`config.mk`:
```
export PLATFORM = sky130hd
export DESIGN_NAME = wid_datapath
export DESIGN_NICKNAME = d
export VERILOG_FILES = /design/src/core/wid_pkg.sv /design/src/core/wid_adder.sv /design/src/core/wid_datapath.sv
export VERILOG_INCLUDE_DIRS = /design/src /design/src/core
export SDC_FILE = /design/constraint.sdc
export NUM_CORES = 1
export LEC_CHECK = 0
export BUFFER_PORTS_ARGS = -buffer_cell sky130_fd_sc_hd__buf_2
export CORE_ASPECT_RATIO = 0.75
export CORE_MARGIN = 2
export CORE_UTILIZATION = 45
export CTS_BUF_LIST = sky130_fd_sc_hd__clkbuf_8 sky130_fd_sc_hd__clkbuf_16
export CTS_CLUSTER_DIAMETER = 150
export DETAILED_ROUTE_END_ITERATION = 16
export GPL_ROUTABILITY_DRIVEN = 0
export PLACE_DENSITY = 0.8
export SLEW_MARGIN = 10
export SYNTH_ARGS = -nofsm -noshare
export SYNTH_HDL_FRONTEND = slang
export SYNTH_SLANG_ARGS = --single-unit
export TNS_END_PERCENT = 5
```
`constraint.sdc`:
```
create_clock -name i_mclk -period 2.4 [get_ports i_mclk]
set_input_delay 0.48 -clock i_mclk [delete_from_list [all_inputs] [get_ports i_mclk]]
set_output_delay 0.48 -clock i_mclk [all_outputs]
set_load 0.005 [all_outputs]
```
`src/core/wid_regs.svh`:
```
// constants for the word increment datapath
`ifndef WID_REGS_SVH
`define WID_REGS_SVH
`define WID_OPC_PAIR     8'hA0
`define WID_OPC_IND      8'hA1
`define WID_INSTR_CYCLES 4'h8
`define WID_WORD_ONE     16'h0001
`define WID_WORD_MAXPOS  16'h7FFF
`define WID_FLAG_C       0
`define WID_FLAG_Z       1
`define WID_FLAG_S       2
`define WID_FLAG_V       3
`define WID_FLAG_D       4
`define WID_FLAG_H       5
`endif

```
`src/core/wid_pkg.sv`:
```
// types for the word increment datapath
package wid_pkg;
    typedef enum logic [3:0] {
        WID_IDLE    = 4'b0000,
        WID_PTR_RD  = 4'b0001,
        WID_HI_RD   = 4'b0010,
        WID_LO_RD   = 4'b0011,
        WID_LO_WR   = 4'b0100,
        WID_HI_WR   = 4'b0101,
        WID_FLAGS   = 4'b0110,
        WID_WAIT    = 4'b0111
    } wid_state_t;
endpackage : wid_pkg

```
`src/core/wid_adder.sv`:
```
// 16-bit increment with flag results
`timescale 1ns/1ps
`include "wid_regs.svh"
module wid_adder
(
    input  wire logic [7:0]  i_hi,
    input  wire logic [7:0]  i_lo,
    output logic      [15:0] o_sum,
    output logic             o_zero,
    output logic             o_sign,
    output logic             o_ovf
);
    // =========================================
    // increment
    wire logic [15:0] word_in;
    assign word_in = {i_hi, i_lo};                      // [RULE_06]
    assign o_sum   = word_in + `WID_WORD_ONE;           // [RULE_01]
    assign o_zero  = (o_sum == 16'h0000);               // [RULE_02]
    assign o_sign  = o_sum[15];                         // [RULE_03]
    assign o_ovf   = (word_in == `WID_WORD_MAXPOS);     // [RULE_04]
endmodule : wid_adder

```
`src/core/wid_datapath.sv`:
```
// word increment execution datapath
// What this block does
// [RULE_01] even byte and next byte form one 16-bit word that gains one.
// [RULE_02] zero flag covers all 16 bits; carry, decimal, half-carry kept.
// [RULE_03] sign flag takes bit 15 of the result.
// [RULE_04] overflow flag is set only when 7fff increments to 8000.
// [RULE_05] indirect form reads the pair address from the named register.
// [RULE_06] high byte at even address, low byte next; carry runs low to high.
// [RULE_07] software tests a zero result by or-ing both result bytes.
// [RULE_08] a0 is the pair form, a1 the indirect; each takes eight cycles.
`timescale 1ns/1ps
`include "wid_regs.svh"
module wid_datapath
    import wid_pkg::*;
(
    input  wire logic       i_mclk,
    input  wire logic       i_rst,
    input  wire logic       i_start,
    input  wire logic [7:0] i_opcode,
    input  wire logic [7:0] i_dst,
    input  wire logic [7:0] i_flags,
    input  wire logic [7:0] i_rf_rdata,
    output logic      [7:0] o_rf_addr,
    output logic      [7:0] o_rf_wdata,
    output logic            o_rf_we,
    output logic      [7:0] o_flags,
    output logic            o_flags_we,
    output logic            o_busy,
    output logic            o_done,
    output logic            o_illegal
);
    // =========================================
    // decode
    wid_state_t  state_q, state_d;
    logic [7:0]  addr_q, hi_q, lo_q;
    logic [3:0]  cnt_q;
    logic [15:0] sum;
    logic        zero, sign, ovf;
    wire  logic  is_pair, is_ind, accept;
    wire  logic [7:0] even_ptr;
    assign is_pair  = (i_opcode == `WID_OPC_PAIR);      // [RULE_08]
    assign is_ind   = (i_opcode == `WID_OPC_IND);       // [RULE_08]
    assign accept   = i_start && (state_q == WID_IDLE);
    assign even_ptr = {i_rf_rdata[7:1], 1'b0};

    wid_adder u_adder
    (
        .i_hi   (hi_q),
        .i_lo   (lo_q),
        .o_sum  (sum),
        .o_zero (zero),
        .o_sign (sign),
        .o_ovf  (ovf)
    );

    // =========================================
    // sequence
    always_comb
    begin
        state_d = state_q;
        case (state_q)
            WID_IDLE:
            begin
                if (accept && is_ind)
                    state_d = WID_PTR_RD;               // [RULE_05]
                else if (accept && is_pair)
                    state_d = WID_HI_RD;
            end
            WID_PTR_RD: state_d = WID_HI_RD;
            WID_HI_RD:  state_d = WID_LO_RD;
            WID_LO_RD:  state_d = WID_LO_WR;
            WID_LO_WR:  state_d = WID_HI_WR;
            WID_HI_WR:  state_d = WID_FLAGS;
            WID_FLAGS:  state_d = WID_WAIT;
            WID_WAIT:
            begin
                if (cnt_q == `WID_INSTR_CYCLES)
                    state_d = WID_IDLE;                 // [RULE_08]
            end
            default:    state_d = WID_IDLE;
        endcase
    end

    // =========================================
    // registers
    always_ff @(posedge i_mclk)
    begin
        if (i_rst)
        begin
            state_q <= WID_IDLE;
            cnt_q   <= 4'h0;
            addr_q  <= 8'h00;
            hi_q    <= 8'h00;
            lo_q    <= 8'h00;
        end
        else
        begin
            state_q <= state_d;
            cnt_q   <= accept ? 4'h1 : (cnt_q + 4'h1);
            if (accept)
                addr_q <= {i_dst[7:1], 1'b0};
            if (accept)
                lo_q <= 8'h00;
            if (state_q == WID_PTR_RD)
                addr_q <= even_ptr;                     // [RULE_05]
            if (state_q == WID_HI_RD)
                hi_q <= i_rf_rdata;                     // [RULE_06]
            if (state_q == WID_LO_RD)
                lo_q <= i_rf_rdata;                     // [RULE_06]
        end
    end

    // =========================================
    // outputs, registered
    always_ff @(posedge i_mclk)
    begin
        if (i_rst)
        begin
            o_rf_addr  <= 8'h00;
            o_rf_wdata <= 8'h00;
            o_rf_we    <= 1'b0;
            o_flags    <= 8'h00;
            o_flags_we <= 1'b0;
            o_busy     <= 1'b0;
            o_done     <= 1'b0;
            o_illegal  <= 1'b0;
        end
        else
        begin
            o_rf_we    <= 1'b0;
            o_flags_we <= 1'b0;
            o_illegal  <= i_start && (state_q == WID_IDLE)
                          && !is_pair && !is_ind;
            o_busy     <= (state_d != WID_IDLE);
            o_done     <= (state_q == WID_WAIT) && (state_d == WID_IDLE);
            case (state_d)
                WID_PTR_RD: o_rf_addr <= i_dst;
                WID_HI_RD:  o_rf_addr <= (state_q == WID_PTR_RD)
                                         ? even_ptr
                                         : {i_dst[7:1], 1'b0};
                WID_LO_RD:  o_rf_addr <= addr_q | 8'h01;
                default:    o_rf_addr <= o_rf_addr;
            endcase
            if (state_q == WID_LO_WR)
            begin
                o_rf_addr  <= addr_q | 8'h01;
                o_rf_wdata <= sum[7:0];                 // [RULE_01]
                o_rf_we    <= 1'b1;
            end
            if (state_q == WID_HI_WR)
            begin
                o_rf_addr  <= addr_q;
                o_rf_wdata <= sum[15:8];                // [RULE_06]
                o_rf_we    <= 1'b1;
            end
            if (state_q == WID_FLAGS)
            begin
                o_flags             <= i_flags;         // [RULE_02]
                o_flags[`WID_FLAG_Z] <= zero;           // [RULE_02]
                o_flags[`WID_FLAG_S] <= sign;           // [RULE_03]
                o_flags[`WID_FLAG_V] <= ovf;            // [RULE_04]
                o_flags_we          <= 1'b1;
            end
        end
    end
endmodule : wid_datapath

```
# [Yosys cells after proc, flatten, opt, wreduce, memory -nomap -nowiden]
# Cells that the tools add are included.
[classes] addsub=2 n_eq_ne=14 n_mux=18 reduce_logical=17
[op_table] operator="8-bit two-way mux" count=9
[op_table] operator="4-bit one-hot mux with 8 select lines" count=1
[op_table] operator="8-bit one-hot mux with 3 select lines" count=1
[op_table] operator="16-bit by 1-bit adder with 16-bit output, second input constant" count=1
[op_table] operator="16-bit by 15-bit == test with 1-bit output, second input constant" count=1
[op_table] operator="4-bit by 2-bit == test with 1-bit output, second input constant" count=4
[op_table] operator="4-bit by 3-bit == test with 1-bit output, second input constant" count=4
[op_table] operator="8-bit == test, second input constant" count=2
[op_table] operator="16-bit zero test" count=1
[op_table] operator="4-bit two-way mux" count=3
[op_table] operator="4-bit by 1-bit == test with 1-bit output, second input constant" count=2
[op_table] operator="4-bit zero test" count=2
[op_table] operator="1-bit logical AND" count=6
[op_table] operator="2-bit nonzero test" count=3
[op_table] operator="5-bit nonzero test" count=1
[op_table] operator="4-bit by 1-bit adder with 4-bit output, second input constant" count=1
[op_table] operator="4-bit == test, second input constant" count=1
[op_table] operator="1-bit two-way mux" count=4
[op_table] operator="4-bit nonzero test" count=1
[op_table] operator="1-bit zero test" count=2
[op_table] operator="2-bit OR reduction" count=1
[totals] ff_bits=60 input_bits=35 out_inout_bits=29 wordCells=65

# [Logic depth before layout (Yosys ltp)]
# Gate-level depths: netlist of run 1.
[depth] ltp_word=10 depth_mapped=7 mapped_depth_nobuf=7

# [By module]
# A second synthesis of run 1 with hierarchy kept.
[hier_totals] hier_cells=402 area_unflattened_um2=3368.2
[modules_own_cells] module="wid_datapath" n_inst=1 cells_each=320 area_each_um2=2755.1 seq_area_each_um2=1201.2
[modules_own_cells] module="wid_adder" n_inst=1 cells_each=82 area_each_um2=613.1 seq_area_each_um2=0.0

# [Worst setup path before layout of run 1]
# Ideal clock, no wire load.
[synth_path] path_kind="input port to flip-flop" start="in i_opcode[3]" end="reg o_rf_addr[4]" setup_time_ns=0.140 arrival_ns=2.041 required_time_ns=2.260 slack_ns=0.219 path_stages=5 path_buffers=0 path_cell_list="or4b_4 or4_4 a21bo_4 o221ai_1 a211oi_1"
[synth_between] elab_chain_len=9 word_cells_on_any_way=14 classes_between="eq/ne: 5; mux: 6; reduce/logical: 3"
[synth_rtl] element="start: declaration" line="wid_datapath.sv:19" source="input wire logic [7:0] i_opcode,"
[synth_rtl] element="8-bit == test (no line)"
[synth_rtl] element="1-bit logical AND" line="wid_datapath.sv:66" source="else if (accept && is_pair)"
[synth_rtl] element="4-bit two-way mux" line="wid_datapath.sv:66"
[synth_rtl] element="4-bit two-way mux *" line="wid_datapath.sv:64" source="if (accept && is_ind)"
[synth_rtl] element="4-bit one-hot mux with 8 select lines *" line="wid_datapath.sv:61" source="case (state_q)"
[synth_rtl] element="4-bit by 2-bit == test with 1-bit output or 4-bit by 1-bit == test with 1-bit output (tied branches)" line="wid_datapath.sv:136" source="case (state_d)"
[synth_rtl] element="8-bit one-hot mux with 3 select lines" line="wid_datapath.sv:136"
[synth_rtl] element="8-bit two-way mux" line="wid_datapath.sv:144" source="if (state_q == WID_LO_WR)"
[synth_rtl] element="8-bit two-way mux" line="wid_datapath.sv:150" source="if (state_q == WID_HI_WR)"
[synth_rtl] element="end signal: assignment" line="wid_datapath.sv:137" source="WID_PTR_RD: o_rf_addr <= i_dst;"
[synth_rtl] element="end signal: assignment" line="wid_datapath.sv:138" source="WID_HI_RD: o_rf_addr <= (state_q == WID_PTR_RD)"
[synth_rtl] element="end signal: assignment" line="wid_datapath.sv:146" source="o_rf_addr <= addr_q | 8'h01;"
[synth_rtl] element="end: declaration" line="wid_datapath.sv:23" source="output logic [7:0] o_rf_addr,"
# Every way passes the cells marked *; elsewhere a longest branch is shown, timed or not.
# A chain may end at the register's enable or synchronous reset.

# [Worst setup path after layout of run 1]
[layout_path] start="reg state_q[1]" end="reg o_rf_addr[0]"
[layout_between] elab_chain_len=10 word_cells_on_any_way=22 classes_between="eq/ne: 10; mux: 7; reduce/logical: 5"
[layout_rtl] element="start: declaration" line="wid_datapath.sv:34" source="wid_state_t state_q, state_d;"
[layout_rtl] element="start signal: assignment" line="wid_datapath.sv:98" source="state_q <= state_d;"
[layout_rtl] element="4-bit zero test" line="wid_datapath.sv:43, wid_datapath.sv:61"
[layout_rtl] element="1-bit logical AND" line="wid_datapath.sv:43" source="assign accept = i_start && (state_q == WID_IDLE);"
[layout_rtl] element="1-bit logical AND" line="wid_datapath.sv:66"
[layout_rtl] element="4-bit two-way mux" line="wid_datapath.sv:66"
[layout_rtl] element="4-bit two-way mux" line="wid_datapath.sv:64"
[layout_rtl] element="4-bit one-hot mux with 8 select lines" line="wid_datapath.sv:61"
[layout_rtl] element="4-bit by 2-bit == test with 1-bit output or 4-bit by 1-bit == test with 1-bit output (tied branches)" line="wid_datapath.sv:136"
[layout_rtl] element="8-bit one-hot mux with 3 select lines" line="wid_datapath.sv:136"
[layout_rtl] element="8-bit two-way mux" line="wid_datapath.sv:144"
[layout_rtl] element="8-bit two-way mux" line="wid_datapath.sv:150"
# Parallel ways exist; a longest one is shown, timed or not.

==> results.md, run 1 <==
- Critical path arrival: 2.48 ns
- Slew margin rel.: 0.548
- Largest area contributor in the netlist: dfxtp_1
- Fmax: 450 MHz
- Gr ovfl total: 0
- Hold_ws: 0.386 ns
- Final Power: 2.00 mW
- EDFF count, synth: 0
- Ys flop type: dfxtp_1
- Ys Warns: 0
- Final WL: 7920 um
- Yosys top cell area share: 0.389
- Die height: 75.8 um
- Synth Area in Adders: 0.0121
- Crit path buffers/inverters: 1
- Mapped Avg Cell Area: 8.42 um^2
- CTS Hold Bufs: 0
- Final Max Slew Viols: 0
- Crit share post-route: 0.926
- Largest net degree at the start of global routing: 32
- Core area: 6730 um^2
- Max stage delay on crit path: 0.57 ns
- GR Util met1: 0.303
- Via count: 2945
- Vias in the first global route: 2698
- Root Driver: clkbuf_8
- Storage element area: 1200 um^2
- Post-Synth XOR/XNOR Area: 0.0567
- Wire per inst: 15.4 um
- # rows: 26
- Drt via density: 5.72
- Status: completed
- H-tree Lvls: 3
- Clock sink count: 60
- Post-layout instance area: 3680 um^2
- PwrDens: 544 nW/um^2
- Hold violation total from the final report: 0
- Worst Setup Start Kind: flip-flop
- Kind of cell adding the most delay to the critical path: compound AO/OA/AOI/OAI gates
- Post-Place Worst Slack: 0.0441 ns
- Max cap viols: 0
- Post-cts sizing count: 0
- Die footprint: 7550 um^2
- CP required: 2.65 ns
- Leakage power of the design: 1.44 nW
- Post-CTS Setup Bufs: 0
- Mapped Area: 3090 um^2
- Nets@finish: 466
- Most used routing layer: met2
- Fin crit period: 2.22 ns
- Clock-pin transition on the worst setup and hold timing paths: 0.06 ns
- CTS max path bufs: 2
- Clock Latency Late Sink: 0.33 ns
- CTS tree: yes
- Cell variety after synth: 61
- Post-DP Area: 3490 um^2
- Final setup fails: 0
- Initial Util: 0.459
- Mux contribution to synthesized area: 0.0506
- Multi-input logic area: 1770 um^2
- Ranking of synthesized cells by area: dfxtp_1, nand2_1, nor2_1, a21oi_1, mux2i_1
- RSZ-0062 raised after global routing: no
- Synth Register Bits: 60
- Asr flop ratio synth: 0
- Critical-path top delay cell: dfxtp_1
- Initial DRC count: 251
- Share of cells above drive strength 1: 0.258
- Mapped Nets: 405
- Met2 usage: 0.348
- Die W: 99.7 um
- Post-Synthesis Cells: 367
- Critical-path cell list: buf_4 -> nor2_1 -> o32ai_1 -> nor3b_2 -> a211o_1 -> a21oi_1
- Setup TNS after final layout: 0 ns
- GRT Overall Usage: 0.223
- Dpl hpwl: 5890 um
- Met3 Use GR: 0.0569
- Max IR drop VDD: 0.293 mV
- Critical path type: flip-flop to flip-flop
- Final WS setup: 0.177 ns
- # DRC: 0
- Layout fillers: 616
- IO Pins: 64
- Simple-Gate Fraction of Synth Area: 0.270
- Sequential element share of the synthesized area: 0.389
- CTS Buf Count: 9
- Synth Area in Compound Gates: 0.182
- Inserted Diodes: 0
- Largest family of logic cells by synthesized area: simple AND/OR/NAND/NOR gates
- Worst Clk Skew: 0.00701 ns
- Antenna-violating nets left: 0
- Worst slew pin tran: 0.678 ns
- Worst Hold Class: primary input to flip-flop
- CP Capture Type: flip-flop
- Synth-to-Final Area Change: 19.0%
- Critical path peak fanout: 11
- Initial DRT Pass Iterations: 5
- Number of port buffers: 60
- First-pass GRT wire length: 13100 um
- Initial antenna violation count: 0
==> report_power, final <==
group | switching [mW] | internal (mW)
logic | 0.0585 | 0.0447
registers | 0.00888 | 1.01
clock network | 0.364 | 0.519
total | 0.432 | 1.57
==> registers in the layout, summed over array words and instances (netlist names) <==
| name | flops |
|---|---|
| addr_q | 7 |
| cnt_q | 4 |
| hi_q | 8 |
| lo_q | 8 |
| o_busy | 1 |
| o_done | 1 |
| o_flags | 8 |
| o_flags_we | 1 |
| o_illegal | 1 |
| o_rf_addr | 8 |
| o_rf_wdata | 8 |
| o_rf_we | 1 |
| state_q | 4 |
==> tightest hold or removal path, cell delays in order <==
cell and delay [ns]:
buf_2 0.09, nand2_1 0.04, a21oi_1 0.05
==> per-layer routing <==
metal	part of all wire	up-vias
met3	0.077	13
li1	-	1443
met2	0.42	132
met5	0	-
met4	0.014	0
met1	0.49	1357
==> per-stage QoR <==
step,utilization,instances
2_1_floorplan,-,367
3_3_place_gp,0.518,501
3_5_place_dp,0.518,501
4_1_cts,0.546,515
5_1_grt,0.546,515
6_report,0.546,515
==> cell usage in the layout (no fill, tap or decap), drive strengths merged, types with 3 or more instances in the layout <==
cell	instances
a211oi	8
a21oi	29
a222oi	6
a32oi	5
buf	72
clkbuf	11
dfxtp	60
ha	3
inv	7
mux2	5
mux2i	10
nand2	51
nand3	19
nand4	4
nor2	45
nor3	15
nor3b	3
nor4	6
o211ai	5
o21ai	4
or2	4
xnor2	10
xor2	10
==> cells by family after synthesis <==
| logic type | count (synthesis) |
|---|---|
| XOR/XNOR | 20 |
| adder cells (fa/ha/maj) | 3 |
| flip-flops | 60 |
| multiplexers | 15 |
| AND/OR/NAND/NOR | 165 |
| other | 1 |
| buffers and inverters | 28 |
| AO/OA/AOI/OAI | 75 |
==> path summary, 6_finish.rpt <==
kind	start	slack (ns)	to	cells after the start
worst max-delay path	state_q[1]$_SDFF_PP0_	0.18	o_rf_addr[0]$_SDFFE_PP0P_	6
worst min-delay path	i_flags[5]	0.39	o_flags[5]$_SDFFE_PP0P_	3
worst max register to register	state_q[1]$_SDFF_PP0_	0.18	o_rf_addr[0]$_SDFFE_PP0P_	6
worst min register to register	o_flags[7]$_SDFFE_PP0P_	0.46	o_flags[7]$_SDFFE_PP0P_	2
==> cells in the mapped netlist (4+ instances only) <==
cell type	count
a222oi_1	6
a211oi_2	5
xnor2_1	10
nand2_1	50
nand4_1	4
mux2_2	5
or2_2	4
nor4_1	4
mux2i_1	10
o211ai_1	5
inv_1	6
nand3_1	19
clkbuf_1	10
nor3_1	15
o21ai_0	4
xor2_1	10
buf_2	8
nor2_1	45
a32oi_1	5
a21oi_1	29
dfxtp_1	60
==> cell type report <==
cell class	instances	area share
Inverter	6	0.00612
Multi-Input combinational cell	279	0.481
Sequential cell	60	0.327
Tap cell	84	0.0286
Clock inverter	3	0.0105
Clock buffer	11	0.0412
Timing Repair Buffer	72	0.106
No activity file was read; power rests on OpenSTA's default activity.
==> run 2: changes to the inputs <==
--- a/config.mk
+++ b/config.mk
@@ -15,6 +15,7 @@
 export DETAILED_ROUTE_END_ITERATION = 16
 export GPL_ROUTABILITY_DRIVEN = 0
 export PLACE_DENSITY = 0.8
+export RECOVER_POWER = 25
 export SLEW_MARGIN = 10
 export SYNTH_ARGS = -nofsm -noshare
 export SYNTH_HDL_FRONTEND = slang
==> run 2 against run 1 <==
Effect of this change: wire length grew 0.13%; global-route usage stayed put; non-clock buffer count is the same; via count rose by 0.20%; worst setup slack about the same; largest power group unchanged.
==> results.md, run 2 (synthesis gave the netlist of run 1 again) <==
- Inserted Diodes: 0 (unchanged)
- Wire per inst: 15.4 um (+0.13%)
- Worst slew pin tran: 0.678 ns (+0.000581 ns)
- CTS tree: yes
- CTS Buf Count: 9 (unchanged)
- Initial DRT Pass Iterations: 5 (unchanged)
- Largest net degree at the start of global routing: 32 (unchanged)
- Nets@finish: 466 (unchanged)
- Max cap viols: 0 (unchanged)
- Final WL: 7930 um (+0.13%)
- Critical path arrival: 2.48 ns (about the same)
- Clock sink count: 60 (unchanged)
- Commonest non-fill, non-tap cell in the layout: dfxtp_1
- Final WS setup: 0.177 ns (+0.0000550 ns)
- Hold violation total from the final report: 0 (unchanged)
- Status: completed
- Placed insts: 501 (unchanged)
- Die height: 75.8 um (unchanged)
- Final Max Slew Viols: 0 (unchanged)
- Setup TNS after final layout: 0 ns (unchanged)
- Dpl hpwl: 5890 um (unchanged)
- Slew margin rel.: 0.548 (about the same)
- Via count: 2951 (+0.20%)
- IO Pins: 64 (unchanged)
- PwrDens: 546 nW/um^2 (+0.25%)
- Post-Place Worst Slack: 0.0441 ns (unchanged)
- Antenna-violating nets left: 0 (unchanged)
- Most frequent cells in the layout: dfxtp_1, buf_2, nand2_1
- # DRC: 0 (unchanged)
- Worst Clk Skew: 0.00695 ns (-0.0000629 ns)
- Die W: 99.7 um (unchanged)
- Synth-to-Final Area Change: 18.7%
- Number of port buffers: 60 (unchanged)
- Fmax: 450 MHz (about the same)
- CP Capture Type: flip-flop
- Final setup fails: 0 (unchanged)
- Non-Filler Instances: 515 (unchanged)
- Initial Util: 0.459 (unchanged)
- Layout fillers: 618 (+0.32%)
- Leakage power of the design: 1.41 nW (-2.1%)
- # rows: 26 (unchanged)
- Share of cells above drive strength 1: 0.241 (-0.0162)
- Critical path type: flip-flop to flip-flop
- Drt via density: 5.73 (+0.20%)
- Initial antenna violation count: 0 (unchanged)
- Post-cts sizing count: 0 (unchanged)
- Gr ovfl total: 0 (unchanged)
- Fin crit period: 2.22 ns (-0.0000550 ns)
- Worst Setup Start Kind: flip-flop
- First-pass GRT wire length: 13100 um (unchanged)
- Post-CTS Setup Bufs: 0 (unchanged)
- Core area: 6730 um^2 (unchanged)
- R2R setup slack: 0.18 ns (about the same)
- Initial DRC count: 250 (-0.40%)
- CP required: 2.65 ns (about the same)
- Max IR drop VDD: 0.293 mV (about the same)
- Die footprint: 7550 um^2 (unchanged)
- Root Driver: clkbuf_8
- Clock Latency Late Sink: 0.33 ns (about the same)
- CTS max path bufs: 2 (unchanged)
- CTS Hold Bufs: 0 (unchanged)
- Worst Hold Class: primary input to flip-flop
- GRT Overall Usage: 0.223 (unchanged)
- RSZ-0062 raised after global routing: no
- Final core utilization: 0.545 (-0.00130)
- Clock-pin transition on the worst setup and hold timing paths: 0.06 ns (about the same)
- Critical path peak fanout: 11 (unchanged)
- H-tree Lvls: 3 (unchanged)
- Vias in the first global route: 2698 (unchanged)
- Crit share post-route: 0.926 (about the same)
[run 2: changes by cell type in the layout (fill, tap and decap cells not counted), sizes merged]
cell    change
buf         -7
clkbuf      +7
[run 2: layout make-up]
type	count	area (um^2)	area share
clock buffers	11	151	0.0413
clock inverters	3	38.8	0.0106
inverters	6	22.5	0.00614
multi-input cells	279	1770	0.482
flip-flops and latches	60	1200	0.327
well taps	84	105	0.0286
repair buffers	72	382	0.104
[run 2: power by group]
group / switching [mW] / internal [mW] / leakage [nW]
clock network: 0.365 / 0.519 / 0.102
logic: 0.0585 / 0.0447 / 0.820
registers: 0.00888 / 1.01 / 0.485
total: 0.432 / 1.57 / 1.41
[run 2: per-stage QoR]
stage               area, um^2  hold WS [ns]  power [mW]
global placement          3490         0.438        1.14
detailed placement        3490         0.452        1.14
global route              3670         0.387        2.08
floorplan                 3090         0.442        1.09
CTS                       3680         0.374        2.02
finish                    3670         0.386        2.00
[run 2: routing by layer]
metal,track usage,wire length (um)
met1,0.303,3880
met2,0.348,3320
met3,0.0569,619
met4,0.0807,107
met5,0,0
[run 2: worst paths after layout]
kind,from,endpoint,depth (start not counted)
min reg2reg,o_flags[7]$_SDFFE_PP0P_,o_flags[7]$_SDFFE_PP0P_,2
min,i_flags[5],o_flags[5]$_SDFFE_PP0P_,3
max reg2reg,state_q[1]$_SDFF_PP0_,o_rf_addr[0]$_SDFFE_PP0P_,6
max,state_q[1]$_SDFF_PP0_,o_rf_addr[0]$_SDFFE_PP0P_,6
[run 2: critical path, stage by stage, from the launching register on]
cell,delay (ns)
dfxtp_1,0.57
buf_4,0.22
nor2_1,0.05
o32ai_1,0.56
nor3b_2,0.25
a211o_1,0.35
a21oi_1,0.13
==> run 3: changes to the inputs <==
--- a/config.mk
+++ b/config.mk
@@ -9,12 +9,11 @@
 export BUFFER_PORTS_ARGS = -buffer_cell sky130_fd_sc_hd__buf_2
 export CORE_ASPECT_RATIO = 0.75
 export CORE_MARGIN = 2
-export CORE_UTILIZATION = 45
+export CORE_UTILIZATION = 35
 export CTS_BUF_LIST = sky130_fd_sc_hd__clkbuf_8 sky130_fd_sc_hd__clkbuf_16
 export CTS_CLUSTER_DIAMETER = 150
 export DETAILED_ROUTE_END_ITERATION = 16
-export GPL_ROUTABILITY_DRIVEN = 0
-export PLACE_DENSITY = 0.8
+export PLACE_DENSITY = 0.67
 export RECOVER_POWER = 25
 export SLEW_MARGIN = 10
 export SYNTH_ARGS = -nofsm -noshare
==> run 3 against run 2 <==
Effect of this change: design area rose by 6.2%; non-clock buffer count rose by 5; utilization fell by 8.8 points; sequential share of layout area fell by 1.9 points; register-to-register slack improved by 0.12 ns; combinational power rose by 5%; clock power rose by 71%; fmax rose by 5.6%; flip-flop and latch count did not move; wire length rose by 5.5%.
==> results.md, run 3 (synthesis gave the netlist of run 1 again) <==
- Clock Latency Late Sink: 0.33 ns (about the same)
- IO Pins: 64 (unchanged)
- Post-cts sizing count: 0 (unchanged)
- Slew margin rel.: 0.553 (+0.00561)
- CP required: 2.66 ns (about the same)
- # DRC: 0 (unchanged)
- Cell Int Power: 2.12 mW (+35%)
- Worst R2R Path Depth: 8 (+2)
- CTS tree: yes
- Initial DRC count: 218 (-13%)
- # rows: 29 (+12%)
- FF-to-FF End: o_rf_addr[3]$_SDFFE_PP0P_
- Hold Path Depth: 3 (unchanged)
- Post-Place Worst Slack: 0.0642 ns (+0.0201 ns)
- Initial antenna violation count: 0 (unchanged)
- Logic pwr share: 0.041 (-0.011)
- CP startpoint: cnt_q[0]$_SDFF_PP0_
- Root Driver: clkbuf_16
- Hold violation total from the final report: 0 (unchanged)
- Via count: 2950 (-0.034%)
- Final setup fails: 0 (unchanged)
- Critical path peak fanout: 8 (-3)
- Die W: 113 um (+13%)
- Vias in the first global route: 2759 (+2.3%)
- R2R Path Start: cnt_q[0]$_SDFF_PP0_
- Die height: 85.4 um (+13%)
- Nets@finish: 471 (+1.1%)
- Setup TNS after final layout: 0 ns (unchanged)
- Post-layout instance area: 3900 um^2 (+6.2%)
- Final WL: 8370 um (+5.5%)
- CTS Hold Bufs: 0 (unchanged)
- CTS max path bufs: 2 (unchanged)
- Post-CTS Setup Bufs: 0 (unchanged)
- Worst Setup Start Kind: flip-flop
- Antenna-violating nets left: 0 (unchanged)
- Crit share post-route: 0.877 (-0.0493)
- Synth-to-Final Area Change: 26.2%
- Register share of total power: 0.386 (-0.121)
- Critical path type: flip-flop to flip-flop
- CTS Buf Count: 9 (unchanged)
- Core area: 8530 um^2 (+27%)
- Share of cells above drive strength 1: 0.253 (+0.0121)
- First-pass GRT wire length: 13900 um (+6.2%)
- Number of port buffers: 60 (unchanged)
- Fmax: 475 MHz (+5.6%)
- Switching share of power: 0.195 (-0.0211)
- RSZ-0062 raised after global routing: no
- Drt via density: 5.40 (-5.7%)
- Clock-pin transition on the worst setup and hold timing paths: 0.05 ns (about the same)
- Clock power share: 0.572 (+0.131)
- Worst hold endpoint: o_flags[0]$_SDFFE_PP0P_
- Die footprint: 9610 um^2 (+27%)
- Wire per inst: 15.3 um (-0.45%)
- Most frequent cells in the layout: dfxtp_1, buf_2, nand2_1
- Post-DP Area: 3560 um^2 (+1.9%)
- Initial Util: 0.362 (-0.0965)
- Clock sink count: 60 (unchanged)
- Max IR drop VDD: 0.389 mV (+33%)
- Initial DRT Pass Iterations: 4 (-1)
- GRT Overall Usage: 0.181 (-0.0422)
- Leakage power of the design: 1.51 nW (+7.0%)
- Worst Hold Class: primary input to flip-flop
- Placer congestion estimate: 0.850
- Inserted Diodes: 0 (unchanged)
- HP Start: i_flags[0]
- Worst Clk Skew: 0.00678 ns (-0.000167 ns)
- Critical path arrival: 2.36 ns (-0.12 ns)
- Dpl hpwl: 6150 um (+4.3%)
- Switch Pwr: 0.512 mW (+18%)
- Gr ovfl total: 0 (unchanged)
- R2R setup slack: 0.29 ns (+0.12 ns)
- Largest net degree at the start of global routing: 25 (-22%)
- Final core utilization: 0.457 (-0.0877)
- Max cap viols: 0 (unchanged)
- Status: completed
- Fin crit period: 2.11 ns (-0.118 ns)
- Worst slew pin tran: 0.670 ns (-0.00841 ns)
- PwrDens: 675 nW/um^2 (+24%)
- Final WS setup: 0.295 ns (+0.118 ns)
- Layout fillers: 846 (+37%)
- Commonest non-fill, non-tap cell in the layout: dfxtp_1
- Final Max Slew Viols: 0 (unchanged)
- H-tree Lvls: 3 (unchanged)
- CP Capture Type: flip-flop
-- run 3: layout make-up --
cell class | count | area (um^2) | share of cell area
multi-input cells | 279 | 1770 | 0.454
flip-flops and latches | 60 | 1200 | 0.308
repair buffers | 77 | 419 | 0.108
clock buffers | 11 | 253 | 0.0648
well taps | 108 | 135 | 0.0347
clock inverters | 5 | 98.8 | 0.0254
inverters | 6 | 22.5 | 0.00578
-- run 3: metrics by stage --
stage / cells / hold WS, ns / power (mW)
finish: 546 / 0.389 / 2.63
global route: 546 / 0.403 / 2.70
CTS: 546 / 0.382 / 2.65
detailed placement: 530 / 0.445 / 1.14
global placement: 530 / 0.439 / 1.14
floorplan: 367 / 0.442 / 1.09
-- run 3: layer usage --
layer	vias to the layer above	wire, um	GRT usage
li1	1455	-	-
met1	1382	4260	0.274
met2	106	3460	0.254
met3	7	581	0.0414
met4	0	63	0.0510
met5	-	0	0
-- run 3: power by group through the flow --
| stage | logic (mW) | clock network [mW] | registers, mW |
|---|---|---|---|
| after global placement | 0.106 | 0 | 1.04 |
| after detailed placement | 0.108 | 0 | 1.04 |
| final | 0.108 | 1.51 | 1.02 |
| after CTS | 0.109 | 1.53 | 1.02 |
| after global routing | 0.119 | 1.57 | 1.02 |
| after floorplan | 0.0568 | 0 | 1.04 |
-- run 3: how the worst max path moves through the flow --
stage | endpoint | cells after the start
4_1_cts | o_rf_addr[7]$_SDFFE_PP0P_ | 5
3_3_place_gp | o_rf_addr[4]$_SDFFE_PP0P_ | 6
3_5_place_dp | o_rf_addr[3]$_SDFFE_PP0P_ | 7
6_report | o_rf_addr[3]$_SDFFE_PP0P_ | 8
2_1_floorplan | o_rf_addr[4]$_SDFFE_PP0P_ | 5
5_1_grt | o_rf_addr[3]$_SDFFE_PP0P_ | 8
-- run 3: critical path: stages (launching register included) --
cell and delay, ns:
dfxtp_1 0.33, inv_1 0.06, ha_1 0.13, and3b_1 0.24
o32ai_1 0.10, buf_4 0.17, nor3b_2 0.51, a32oi_1 0.24
a211oi_2 0.23
